[src/inc/fss_pkg.sv]
// fss_pkg: constants shared by the sweep sequencer device end and the host end.
// assumes both ends run from the same 40 MHz pclk and meet through fss_link_if.
package fss_pkg;
   // ----------------------------------------------------------------
   // timing
   // ----------------------------------------------------------------
   localparam int CLK_PERIOD_NS   = 25;   // pclk period
   localparam int LINK_HALF_NS    = 100;  // half period of the serial clock
   localparam int LINK_HALF_CYC   = (LINK_HALF_NS + CLK_PERIOD_NS - 1) / CLK_PERIOD_NS;
   localparam int WORD_BITS       = 16;   // bits per serial command word
   // ----------------------------------------------------------------
   // command word decode
   // ----------------------------------------------------------------
   localparam logic [3:0] CMD_INCR_TAG   = 4'h1; // top four bits, increment count
   localparam logic [1:0] CMD_INTV_TAG   = 2'h1; // top two bits, step interval
   localparam logic [1:0] CMD_BURST_TAG  = 2'h2; // top two bits, burst duration; D13 is its select
   localparam int         COUNT_W        = 12;   // increment count width
   localparam int         TIME_W         = 11;   // interval and burst count width
   localparam int         TREG_W         = 14;   // interval and burst register width
   localparam int         TSEL_BIT       = 13;   // 1 = master clock periods
   localparam int         MULT_HI        = 12;   // multiplier field top bit
   localparam int         MULT_LO        = 11;   // multiplier field bottom bit
   // ----------------------------------------------------------------
   // time-base multipliers and reset values
   // ----------------------------------------------------------------
   localparam logic [8:0] MULT_X1   = 9'h001;
   localparam logic [8:0] MULT_X5   = 9'h005;
   localparam logic [8:0] MULT_X100 = 9'h064;
   localparam logic [8:0] MULT_X500 = 9'h1F4;
   localparam logic [COUNT_W-1:0] INCR_RESET = 12'h000;
   localparam logic [TREG_W-1:0]  TREG_RESET = 14'h0000;
   localparam int FREQ_W = 24;  // output frequency word
   localparam int STEP_W = 23;  // signed step value
   // ----------------------------------------------------------------
   // host register map (APB byte offsets)
   // ----------------------------------------------------------------
   localparam logic [7:0] HOST_CMD_OFS    = 8'h00; // write: word to send
   localparam logic [7:0] HOST_STATUS_OFS = 8'h04; // read: bit0 sender busy
   localparam logic [7:0] HOST_PINS_OFS   = 8'h08; // bit0 trigger, bit1 abort
endpackage

[src/inc/fss_link_if.sv]
// fss_link_if: serial command link plus trigger and abort pins.
// assumes the host drives every wire; the device only listens.
`timescale 1ns/100ps
interface fss_link_if;
   logic link_sclk;          // serial clock, idles high
   logic link_sdata;         // serial data, changed on rising sclk
   logic frame_select_n;     // frame_select_input, low over a word
   logic trigger;            // sweep start and step pin
   logic abort;              // rising edge resets the sweep
   modport host (output link_sclk, output link_sdata, output frame_select_n,
                 output trigger, output abort);
   modport device (input link_sclk, input link_sdata, input frame_select_n,
                   input trigger, input abort);
endinterface

[src/design/fss_device.sv]
// fss_device: frequency sweep sequencer, the device end of the link.
// assumes link pins come from another domain and are synchronised here;
// start frequency, step value and control bits arrive as user-side levels.
`timescale 1ns/100ps

// Contract
// - top bits 0001 load increment count
// - host writes count from 2 to 4095
// - top bits 01 load interval; D13 selects
// - interval count is eleven unsigned bits
// - D12:D11 pick multiplier 1,5,100,500
// - top bits 100 load burst duration; code decodes only top bits 10, with D13 as its select
// - interval register wins select and multiplier
// - burst then midscale for interval rest
// - trigger rising edge starts sweep at start
// - auto mode times both from registers
// - external step per trigger, internal burst
// - ext-step internal burst uses burst timing bits
// - trigger high bursts, low listens, edge steps
// - fully external mode ignores timing bits
// - host sets continuous bit for no gaps
// - abort rising edge resets to midscale
// - sweep spans count plus one intervals
// - each step adds signed step value
// - burst source clear means register timing
// - host holds frame low over sixteen bits
module fss_device (
   input  wire logic                            pclk,
   input  wire logic                            presetn,
   fss_link_if.device                           link,
   input  wire logic [fss_pkg::FREQ_W-1:0]      start_frequency,
   input  wire logic [fss_pkg::STEP_W-1:0]      step_value,
   input  wire logic                            continuous_or_burst_select,
   input  wire logic                            burst_source_select,
   input  wire logic                            increment_source_select,
   input  wire logic                            wave_cycle_pulse,
   output logic      [fss_pkg::FREQ_W-1:0]      freq_word,
   output logic                                 wave_enable,
   output logic                                 sweep_busy,
   output logic                                 step_pulse
);
   // ----------------------------------------------------------------
   // pin synchronisers
   // ----------------------------------------------------------------
   logic [4:0] sync1_reg;
   logic [4:0] sync2_reg;
   logic [4:0] sync3_reg;
   wire  [4:0] pins_in = {link.abort, link.trigger, link.frame_select_n,
                          link.link_sdata, link.link_sclk};

   // two flops per pin, a third copy only for edge finding
   always_ff @(posedge pclk or negedge presetn) begin
      if (!presetn) begin
         sync1_reg <= 5'h07;
         sync2_reg <= 5'h07;
         sync3_reg <= 5'h07;
      end else begin
         sync1_reg <= pins_in;
         sync2_reg <= sync1_reg;
         sync3_reg <= sync2_reg;
      end
   end

   wire sclk_fall  = sync3_reg[0] & ~sync2_reg[0];
   wire sdata_s    = sync2_reg[1];
   wire frame_on   = ~sync2_reg[2];
   wire trig_s     = sync2_reg[3];
   wire trig_rise  = trig_s & ~sync3_reg[3];
   wire abort_rise = sync2_reg[4] & ~sync3_reg[4];

   // ----------------------------------------------------------------
   // serial word capture
   // ----------------------------------------------------------------
   logic [15:0] rx_reg;
   logic [4:0]  rx_cnt_reg;
   logic        word_ok_reg;
   wire  [15:0] rx_next = {rx_reg[14:0], sdata_s};

   // a short frame is thrown away when the frame line rises
   always_ff @(posedge pclk or negedge presetn) begin
      if (!presetn) begin
         rx_reg      <= 16'h0000;
         rx_cnt_reg  <= 5'h00;
         word_ok_reg <= 1'b0;
      end else begin
         word_ok_reg <= 1'b0;
         if (!frame_on) begin
            rx_cnt_reg <= 5'h00;
         end else if (sclk_fall && rx_cnt_reg != 5'(fss_pkg::WORD_BITS)) begin
            rx_reg      <= rx_next;
            rx_cnt_reg  <= rx_cnt_reg + 5'h01;
            word_ok_reg <= (rx_cnt_reg == 5'(fss_pkg::WORD_BITS - 1));
         end
      end
   end

   // ----------------------------------------------------------------
   // command decode and setting registers
   // ----------------------------------------------------------------
   logic [fss_pkg::COUNT_W-1:0] increment_count_reg;
   logic [fss_pkg::TREG_W-1:0]  step_interval_reg;
   logic [fss_pkg::TREG_W-1:0]  burst_duration_reg;
   wire  ld_incr  = word_ok_reg & (rx_reg[15:12] == fss_pkg::CMD_INCR_TAG);
   wire  ld_intv  = word_ok_reg & (rx_reg[15:14] == fss_pkg::CMD_INTV_TAG);
   wire  ld_burst = word_ok_reg & (rx_reg[15:14] == fss_pkg::CMD_BURST_TAG);

   // other tags belong to registers kept outside this block
   always_ff @(posedge pclk or negedge presetn) begin
      if (!presetn) begin
         increment_count_reg <= fss_pkg::INCR_RESET;
         step_interval_reg   <= fss_pkg::TREG_RESET;
         burst_duration_reg  <= fss_pkg::TREG_RESET;
      end else begin
         if (ld_incr)  increment_count_reg <= rx_reg[11:0];
         if (ld_intv)  step_interval_reg   <= rx_reg[fss_pkg::TREG_W-1:0];
         if (ld_burst) burst_duration_reg  <= rx_reg[fss_pkg::TREG_W-1:0];
      end
   end

   // ----------------------------------------------------------------
   // time base
   // ----------------------------------------------------------------
   // ext-step internal burst times from the burst register, else interval wins
   wire ext_inc   = increment_source_select;
   wire ext_burst = ext_inc & burst_source_select;
   wire use_burst_bits = ext_inc & ~burst_source_select;
   wire [fss_pkg::TREG_W-1:0] tsrc = use_burst_bits ? burst_duration_reg
                                                    : step_interval_reg;
   wire       clk_sel = tsrc[fss_pkg::TSEL_BIT];
   wire [1:0] msel    = tsrc[fss_pkg::MULT_HI:fss_pkg::MULT_LO];
   wire [8:0] mult    = (msel == 2'h0) ? fss_pkg::MULT_X1  :
                        (msel == 2'h1) ? fss_pkg::MULT_X5  :
                        (msel == 2'h2) ? fss_pkg::MULT_X100 : fss_pkg::MULT_X500;

   logic [8:0] pre_reg;
   wire        pre_wrap  = (pre_reg == mult - 9'h001);
   // fully external mode never looks at the time base
   wire        base_tick = ~ext_burst &
                           (clk_sel ? pre_wrap : wave_cycle_pulse);

   typedef enum logic [0:0] {FSS_IDLE, FSS_RUN} fss_state_t;
   fss_state_t state_reg;

   // ----------------------------------------------------------------
   // sweep sequencer
   // ----------------------------------------------------------------
   logic [fss_pkg::TIME_W-1:0]  time_reg;
   logic [fss_pkg::COUNT_W-1:0] step_cnt_reg;
   logic [fss_pkg::FREQ_W-1:0]  freq_reg;
   logic                        enable_reg;
   logic                        busy_reg;
   logic                        pulse_reg;

   wire [fss_pkg::TIME_W-1:0] intv_len  = step_interval_reg[fss_pkg::TIME_W-1:0];
   wire [fss_pkg::TIME_W-1:0] burst_len = burst_duration_reg[fss_pkg::TIME_W-1:0];
   wire [fss_pkg::TIME_W-1:0] time_inc  = time_reg + 11'h001;
   wire intv_end = base_tick & (time_inc >= intv_len);
   // auto steps on the time base, external ones on each trigger rise
   wire step_now = (state_reg == FSS_RUN) &
                   (ext_inc ? trig_rise : intv_end);

   // prescaler restarts with each step so every interval is whole
   always_ff @(posedge pclk or negedge presetn) begin
      if (!presetn) pre_reg <= 9'h000;
      else if (state_reg != FSS_RUN || step_now || pre_wrap) pre_reg <= 9'h000;
      else pre_reg <= pre_reg + 9'h001;
   end

   wire last     = (step_cnt_reg >= increment_count_reg);
   wire in_burst = (time_reg < burst_len);
   localparam int EXT_W = fss_pkg::FREQ_W - fss_pkg::STEP_W;
   wire step_sign = step_value[fss_pkg::STEP_W-1];
   wire [fss_pkg::FREQ_W-1:0] step_ext = {{EXT_W{step_sign}}, step_value};
   // output live: continuous, trigger level, or burst window
   wire live = continuous_or_burst_select ? 1'b1 :
               ext_burst ? trig_s :
               in_burst;

   // interval timer, held at the burst end while waiting for a trigger
   always_ff @(posedge pclk or negedge presetn) begin
      if (!presetn) begin
         time_reg <= 11'h000;
      end else if (state_reg != FSS_RUN || step_now) begin
         time_reg <= 11'h000;
      end else if (base_tick && !(ext_inc && !in_burst)) begin
         time_reg <= time_inc;
      end
   end

   // state, step counter and frequency; abort overrides everything
   always_ff @(posedge pclk or negedge presetn) begin
      if (!presetn) begin
         state_reg    <= FSS_IDLE;
         step_cnt_reg <= 12'h000;
         freq_reg     <= 24'h000000;
         pulse_reg    <= 1'b0;
      end else begin
         pulse_reg <= 1'b0;
         if (abort_rise) begin
            state_reg <= FSS_IDLE;
         end else begin
            case (state_reg)
               FSS_IDLE: begin
                  if (trig_rise) begin
                     state_reg    <= FSS_RUN;
                     step_cnt_reg <= 12'h000;
                     freq_reg     <= start_frequency;
                  end
               end
               FSS_RUN: begin
                  if (step_now) begin
                     if (last) begin
                        state_reg <= FSS_IDLE;
                     end else begin
                        step_cnt_reg <= step_cnt_reg + 12'h001;
                        freq_reg     <= freq_reg + step_ext;
                        pulse_reg    <= 1'b1;
                     end
                  end
               end
               default: state_reg <= FSS_IDLE;
            endcase
         end
      end
   end

   // output flags; midscale whenever idle or aborted
   always_ff @(posedge pclk or negedge presetn) begin
      if (!presetn) begin
         enable_reg <= 1'b0;
         busy_reg   <= 1'b0;
      end else begin
         enable_reg <= (state_reg == FSS_RUN) & ~abort_rise & ~(step_now & last) & live;
         busy_reg   <= (state_reg == FSS_RUN) & ~abort_rise & ~(step_now & last);
      end
   end

   assign freq_word   = freq_reg;
   assign wave_enable = enable_reg;
   assign sweep_busy  = busy_reg;
   assign step_pulse  = pulse_reg;
endmodule // fss_device

[src/flat_wrapper.sv]
// flat-port wrapper written by rule: the top's interface ports become plain ports
module fss_device_flat 
  (pclk, presetn, start_frequency, step_value, continuous_or_burst_select, burst_source_select, increment_source_select, wave_cycle_pulse, freq_word, wave_enable, sweep_busy, step_pulse, link_link_sclk, link_link_sdata, link_frame_select_n, link_trigger, link_abort);
  fss_link_if link_i ();
  input  wire logic pclk;
  input  wire logic presetn;
  input  wire logic [fss_pkg::FREQ_W-1:0] start_frequency;
  input  wire logic [fss_pkg::STEP_W-1:0] step_value;
  input  wire logic continuous_or_burst_select;
  input  wire logic burst_source_select;
  input  wire logic increment_source_select;
  input  wire logic wave_cycle_pulse;
  output logic      [fss_pkg::FREQ_W-1:0] freq_word;
  output logic wave_enable;
  output logic sweep_busy;
  output logic step_pulse;
  input wire logic [$bits(link_i.link_sclk)-1:0] link_link_sclk;
  input wire logic [$bits(link_i.link_sdata)-1:0] link_link_sdata;
  input wire logic [$bits(link_i.frame_select_n)-1:0] link_frame_select_n;
  input wire logic [$bits(link_i.trigger)-1:0] link_trigger;
  input wire logic [$bits(link_i.abort)-1:0] link_abort;
  assign link_i.link_sclk = link_link_sclk;
  assign link_i.link_sdata = link_link_sdata;
  assign link_i.frame_select_n = link_frame_select_n;
  assign link_i.trigger = link_trigger;
  assign link_i.abort = link_abort;
  fss_device u_core (.pclk(pclk), .presetn(presetn), .link(link_i), .start_frequency(start_frequency), .step_value(step_value), .continuous_or_burst_select(continuous_or_burst_select), .burst_source_select(burst_source_select), .increment_source_select(increment_source_select), .wave_cycle_pulse(wave_cycle_pulse), .freq_word(freq_word), .wave_enable(wave_enable), .sweep_busy(sweep_busy), .step_pulse(step_pulse));
endmodule
[config.mk]
export PLATFORM = sky130hd
export DESIGN_NAME = fss_device_flat
export DESIGN_NICKNAME = d
export VERILOG_FILES = /design/src/inc/fss_pkg.sv /design/src/inc/fss_link_if.sv /design/src/design/fss_device.sv /design/src/flat_wrapper.sv
export SDC_FILE = /design/constraint.sdc
export NUM_CORES = 1
export LEC_CHECK = 0
export BUFFER_PORTS_ARGS = -buffer_cell sky130_fd_sc_hd__buf_4
export CAP_MARGIN = 5
export CORE_ASPECT_RATIO = 1.25
export CORE_UTILIZATION = 59
export CTS_CLUSTER_DIAMETER = 100
export DETAILED_ROUTE_END_ITERATION = 7
export PLACE_DENSITY = 0.8
export SYNTH_ARGS = -nofsm -noshare
export SYNTH_HDL_FRONTEND = slang
export SYNTH_SLANG_ARGS = --single-unit
[constraint.sdc]
create_clock -name pclk -period 3.5 [get_ports pclk]
set_input_delay 0.35 -clock pclk [delete_from_list [all_inputs] [get_ports pclk]]
set_output_delay 0.35 -clock pclk [all_outputs]
set_load 0.01 [all_outputs]
======== Word-level counts from Yosys, hierarchy flattened ========
Cells that the tools add are included.
operators by class
  eq/ne operators ......................... 11
  reduce and logical (&&, ||, !) cells .... 12
  bitwise operators ....................... 24
  multiplexer cells ....................... 31
  $add $sub $neg .......................... 6
  order comparisons ....................... 3
operators with widths
  operator                                          number
  2-to-1 mux 24 bit                                 3
  case mux 24 bit (2 select lines)                  1
  2-to-1 mux 12 bit                                 3
  2-to-1 mux 9 bit                                  4
  adder 24 bit                                      1
  case mux 12 bit (2 select lines)                  1
  2-to-1 mux 11 bit                                 2
  AND 1 bit                                         15
  2-to-1 mux 14 bit                                 1
  2-to-1 mux 1 bit                                  13
  adder 12 x 1 -> 12 bit, second input constant     1
  greater-or-equal comparator 12 bit                1
  adder 11 x 1 -> 11 bit, second input constant     1
  greater-or-equal comparator 11 bit                1
  < comparator 11 bit                               1
  2-to-1 mux 5 bit                                  2
  adder 9 x 1 -> 9 bit, second input constant       1
  == test 9 bit                                     1
  NOT 1 bit                                         9
  subtractor 9 x 1 -> 9 bit, second input constant  1
  adder 5 x 1 -> 5 bit, second input constant       1
  == test 5 x 4 -> 1 bit, second input constant     1
  != test 5 bit, second input constant              1
  == test 2 x 1 -> 1 bit, second input constant     2
  other kinds (12)                                  19
storage, ports and cells
  output and inout bits ................... 27
  bits in registers ....................... 137
  input bits .............................. 58
  logic and storage cells ................. 104

======== Logic depth before layout (Yosys ltp) ========
  depth in word-level cells ............... 18
  depth in mapped cells ................... 16
  depth with buffers taken out ............ 15

======== Worst setup path before layout ========
Ideal clock, no wire load.
  path type ............................... register -> register
  from .................................... register u_core.time_reg[0] in the netlist's numbering
  to ...................................... register u_core.step_cnt_reg[10] in the netlist's numbering
  setup time .............................. 0.104 ns
  stages on the path, launching flop included .. 17
  path slack .............................. 0.366 ns
  arrival ................................. 3.031 ns
  period minus slack after synthesis ...... 3.134 ns
  data required time ...................... 3.396 ns
  buffers on the path ..................... 2
  path through ............................ dfrtp_1 ha_1 nand3_1 nor2_1 nand3_1 xnor2_1 ha_1 a21o_1 a21o_1 a211oi_1 a221o_1 o21bai_1 a21o_1 buf_2 buf_2 nand2_1 o311ai_1
between the ends
  word-level cells in the longest chain between the ends .. 7
ends and longest elaborated chain
  what                                  line               RTL
  from (decl)                           fss_device.sv:147  logic [fss_pkg::TIME_W-1:0] time_reg;
  from (signal assigned)                fss_device.sv:186  time_reg <= time_inc;
  adder 11 x 1 -> 11 bit                fss_device.sv:156  wire [fss_pkg::TIME_W-1:0] time_inc = time_reg + 11'h001;
  greater-or-equal comparator 11 bit    fss_device.sv:157  wire intv_end = base_tick & (time_inc >= intv_len);
  AND 1 bit                             fss_device.sv:157
  2-to-1 mux 1 bit                      fss_device.sv:160  (ext_inc ? trig_rise : intv_end);
  AND 1 bit                             fss_device.sv:159  wire step_now = (state_reg == FSS_RUN) &
  != test 2 bit (no source line)        -
  AND reduction 4 bit (no source line)  -
  to (signal assigned)                  fss_device.sv:215  step_cnt_reg <= step_cnt_reg + 12'h001;
  to (decl)                             fss_device.sv:148  logic [fss_pkg::COUNT_W-1:0] step_cnt_reg;
Every way passes these cells.
A chain may end at the register's enable or synchronous reset.

======== Final worst setup path ========
  from .................................... register u_core.step_interval_reg[12] in the netlist's numbering
  to ...................................... register u_core.step_cnt_reg[5] in the netlist's numbering
between the ends
  word-level cells in the longest chain between the ends .. 14
  elaborated cells on any way between the ends .. 16
  those cells by class .................... add/sub (1); eq/ne (4); mux (6); bitwise (3); reduce/logical (2)
ends and longest elaborated chain
  what                                      line               RTL
  from (decl)                               fss_device.sv:101  logic [fss_pkg::TREG_W-1:0] step_interval_reg;
  from (signal assigned)                    fss_device.sv:111  step_interval_reg <= fss_pkg::TREG_RESET;
  from (signal assigned)                    fss_device.sv:115  if (ld_intv) step_interval_reg <= rx_reg[fss_pkg::TREG_W-1:0];
  2-to-1 mux 14 bit (*)                     fss_device.sv:127  wire [fss_pkg::TREG_W-1:0] tsrc = use_burst_bits ? burst_duration_reg
  == test 2 bit                             fss_device.sv:133  (msel == 2'h2) ? fss_pkg::MULT_X100 : fss_pkg::MULT_X500;
  2-to-1 mux 9 bit                          fss_device.sv:133
  2-to-1 mux 9 bit                          fss_device.sv:132  (msel == 2'h1) ? fss_pkg::MULT_X5 :
  2-to-1 mux 9 bit (*)                      fss_device.sv:131  wire [8:0] mult = (msel == 2'h0) ? fss_pkg::MULT_X1 :
  subtractor 9 x 1 -> 9 bit (*)             fss_device.sv:136  wire pre_wrap = (pre_reg == mult - 9'h001);
  == test 9 bit (*)                         fss_device.sv:136
  2-to-1 mux 1 bit (*)                      fss_device.sv:139  (clk_sel ? pre_wrap : wave_cycle_pulse);
  AND 1 bit (*)                             fss_device.sv:138  wire base_tick = ~ext_burst &
  AND 1 bit (*)                             fss_device.sv:157
  2-to-1 mux 1 bit (*)                      fss_device.sv:160
  AND 1 bit (*)                             fss_device.sv:159
  != test 2 bit (no source line) (*)        -
  AND reduction 4 bit (no source line) (*)  -
Mark *: on every way between the ends. The rest lies on a longest branch, timed or not.

==> key figures <==
Min path
  • Worst min path class: in -> async

CTS
  • Maximum clock insertion buffer count: 2
  • Clock transition time at the flip-flop clock pins of the worst setup and hold paths: 0.06 ns
  • Clock buffer count from CTS: 17
  • Clock tree from TritonCTS: yes
  • Sinks on the clock net: 135
  • Later-pin clock latency in the skew report: 0.42 ns
  • CTS H-tree depth: 4
  • Clock root cell: clkbuf_16

GRT
  • Total routing usage reported by global routing: 27.1%
  • Antenna violations before repair: 0
  • Maximum number of pins on one net before global-route repair: 114
  • Via count of the first global-routing pass: 6161
  • First-pass GRT wire length: 28800 um
  • Grt ovf: 0

Placement
  • Number of instances in the placed design: 980
  • Gp weighted congestion: 0.914
  • Count of buffers from port buffering: 84
  • Post-DP HPWL: 12500 um

Critical path
  • R2R Setup Slk: 0.06 ns
  • Buffers & Inverters on Critical Path: 2
  • Signal arrival time at the worst endpoint: 3.75 ns
  • Number of cell instances on the worst register-to-register path: 12
  • Most common cell type on the critical path: buf_4
  • Required time of the worst setup path: 3.81 ns
  • Crit Reg-Reg Startpoint: u_core.step_interval_reg[12]
  • CP delay by family, top: compound AO/OA/AOI/OAI gates
  • Library cell contributing the largest single delay on the critical path: mux4_2
  • Sort of element at the start of the critical path: flop
  • List of cells traversed by the critical path: nand2b_1 > mux4_2 > or4_1 > a211oi_2 > mux2i_2 > a221o_1 > o21bai_1 > buf_4 > a21oi_4 > buf_4 > nand4b_1 > o211ai_1
  • Kind of end point of the critical path: flop
  • Reg-to-reg endpoint: u_core.step_cnt_reg[5]
  • Worst stage delay on the critical path: 0.45 ns
  • Maximum fanout along the worst path: 7
  • CP Class: reg -> reg

Finish
  • Nets: 954
  • Antenna diode count: 0
  • Filler cell count: 938
  • Fraction of final layout cells with drive strength greater than 1: 24.2%
  • Area delta synth->final: 20.2%
  • Final Non-Filler Cells: 1014
  • Footprint of the multi-input gates: 3990 um2
  • Register area: 3390 um2
  • Largest register FFs: 24
  • Fraction of the core area covered by cells at the end of the flow: 72.4%

Timing
  • Worst clock skew: 0.00972 ns
  • Setup tns final: 0 ns
  • Minimum period implied by the final worst setup slack: 3.44 ns
  • Post-route worst hold slack: 0.0352 ns
  • Final period utilization: 98.3%
  • Worst-case headroom to the max-slew limit: 30.9%
  • Upper clock frequency limit: 291 MHz
  • Final Hold Violating Endpoints: 0
  • Slew Viols, Final: 0
  • Least-Margin Pin Slew: 1.04 ns
  • Setup Viol. Count Final: 0

Detailed routing
  • Routed WL: 17300 um
  • Drt drc: 0
  • Via count of the routed design: 5907
  • Drt initial violations: 240
  • Vias per inst: 5.83
  • Average detailed-routed wire length per instance: 17.1 um
  • First-pass detailed-route iteration total: 4
  • Final ANT Viol Nets: 0

Run
  • Max cap viols: 0

Synthesis
  • Synth Register Bits: 135
  • Number of nets produced by synthesis: 856
  • Synth Instances: 735
  • Combined area of all synthesized cells: 7620 um2
  • Share of flip-flops with an asynchronous set or reset: 100%
  • Library cells used by synthesis: 57
  • Yosys synthesis warning count: 0
  • Number of enable flip-flop cells after synthesis: 0
  • Avg Synthesized Cell Area: 10.4 um2
  • Most used DFF post-synth: dfrtp_1
  • Portion of the post-synthesis area used by sequential elements: 44.4%

Floorplanning
  • Core ar.: 12700 um2
  • Chip Height: 129 um
  • Floorplan row count: 46
  • Effective utilization at floorplan: 60.2%
  • Die Footprint: 13400 um2
  • Die Width: 104 um
  • Count of boundary I/O pins: 85

Power and ir drop
  • Largest voltage drop on the vdd net: 473 uV
  • Clk network pwr share: 28.2%
  • Fraction of power consumed by combinational cells: 37.1%
  • Power density over cell area: 678 nW/um2
  • Internal: 3980 uW
  • LEAKAGE: 0.00448 uW
  • NetSw: 2230 uW
  • Proportion of power drawn by flip-flops and latches: 34.6%
  • Switching power share of the total: 35.9%

Outcome
  • Run status: complete, no violations
cells in the mapped netlist (all sizes together) (7+ instances only):
| master | instances | share of area [%] |
|---|---|---|
| dfrtp | 128 | 42 |
| xor2 | 18 | 2.1 |
| and3 | 15 | 1.2 |
| nand4b | 7 | 0.80 |
| ha | 62 | 10 |
| a41o | 9 | 1.2 |
| nand3b | 7 | 0.69 |
| o21ai | 47 | 3.1 |
| xnor2 | 18 | 2.1 |
| nor2b | 8 | 0.66 |
| nor2 | 30 | 1.5 |
| dfstp | 7 | 2.4 |
| nand3 | 25 | 1.6 |
| nand2b | 16 | 1.3 |
| nor3b | 12 | 1.2 |
| nand2 | 63 | 3.1 |
| buf | 9 | 0.54 |
| a21oi | 27 | 1.8 |
| inv | 49 | 2.4 |
| a21o | 19 | 1.9 |
| o211ai | 11 | 1.1 |
| mux2i | 23 | 3.0 |
| mux2 | 47 | 6.9 |
| clkbuf | 17 | 0.84 |
how the worst max path moves through the flow:
stage | from | to | slack (ns) | depth (start not counted)
floorplan | u_core.time_reg[0] | u_core.step_cnt_reg[10] | 0.37 | 16
global placement | u_core.pre_reg[2] | u_core.step_cnt_reg[3] | 0.18 | 11
detailed placement | u_core.time_reg[1] | u_core.time_reg[1] | 0.09 | 14
CTS | u_core.time_reg[1] | u_core.time_reg[0] | 0.06 | 14
global route | u_core.time_reg[1] | u_core.time_reg[8] | -0.02 | 15
finish | u_core.step_interval_reg[12] | u_core.step_cnt_reg[5] | 0.06 | 12
per-layer routing:
metal,global-route usage (%),up-vias,part of all wire [%]
met1,30.2,2902,40
met4,13.8,0,3.6
met3,5.53,42,4.0
li1,-,2820,-
met2,49.7,143,52
met5,0,-,0
cell usage in the layout (no fill, tap or decap), drive strengths merged, types with 12 or more instances in the layout:
cell	instances
dfrtp	128
buf	105
nand2	63
ha	62
inv	56
mux2	47
o21ai	47
nor2	30
a21oi	27
nand3	25
mux2i	23
a21o	19
clkbuf	19
xor2	18
xnor2	18
nand2b	16
and3	15
nor3b	12
cells by family after synthesis:
| group | Yosys count | synth area share, % |
|---|---|---|
| simple gates | 210 | 14.5 |
| compound gates | 145 | 12.5 |
| flops | 135 | 44.4 |
| buf+inv | 75 | 3.79 |
| mux | 71 | 10.3 |
| fa+ha+maj | 63 | 10.4 |
| xor+xnor | 36 | 4.14 |
metrics by stage:
step / cell area, um2 / setup slack (ns) / power, uW
floorplan: 7620 / 0.366 / 3640
global placement: 8520 / 0.183 / 4320
detailed placement: 8520 / 0.0850 / 4440
CTS: 9100 / 0.0615 / 6230
global route: 9170 / -0.0172 / 6610
finish: 9170 / 0.0603 / 6210
power by group through the flow:
stage | clock, uW | sequential, uW | combinational, uW
after global placement | 0 | 2150 | 2170
after global routing | 1850 | 2200 | 2560
final | 1760 | 2150 | 2310
after detailed placement | 0 | 2170 | 2270
after floorplan | 0 | 2140 | 1500
after CTS | 1780 | 2150 | 2300
cell type report:
class	instances	share of cell area, %
multi-input combinational	525	43.6
sequential	135	37.0
timing repair buffer	105	8.82
clock buffer	19	4.94
tap	168	2.29
inverter	49	2.01
clock inverter	13	1.42
what timing repair did:
item / 4_1_cts / 5_1_grt
hold buffers: 0 / 0
setup endpoints to repair: 0 / 54
gates resized for setup: 0 / 10
buffers inserted: 0 / 2
Note: power is estimated with default switching activity, not from simulation.
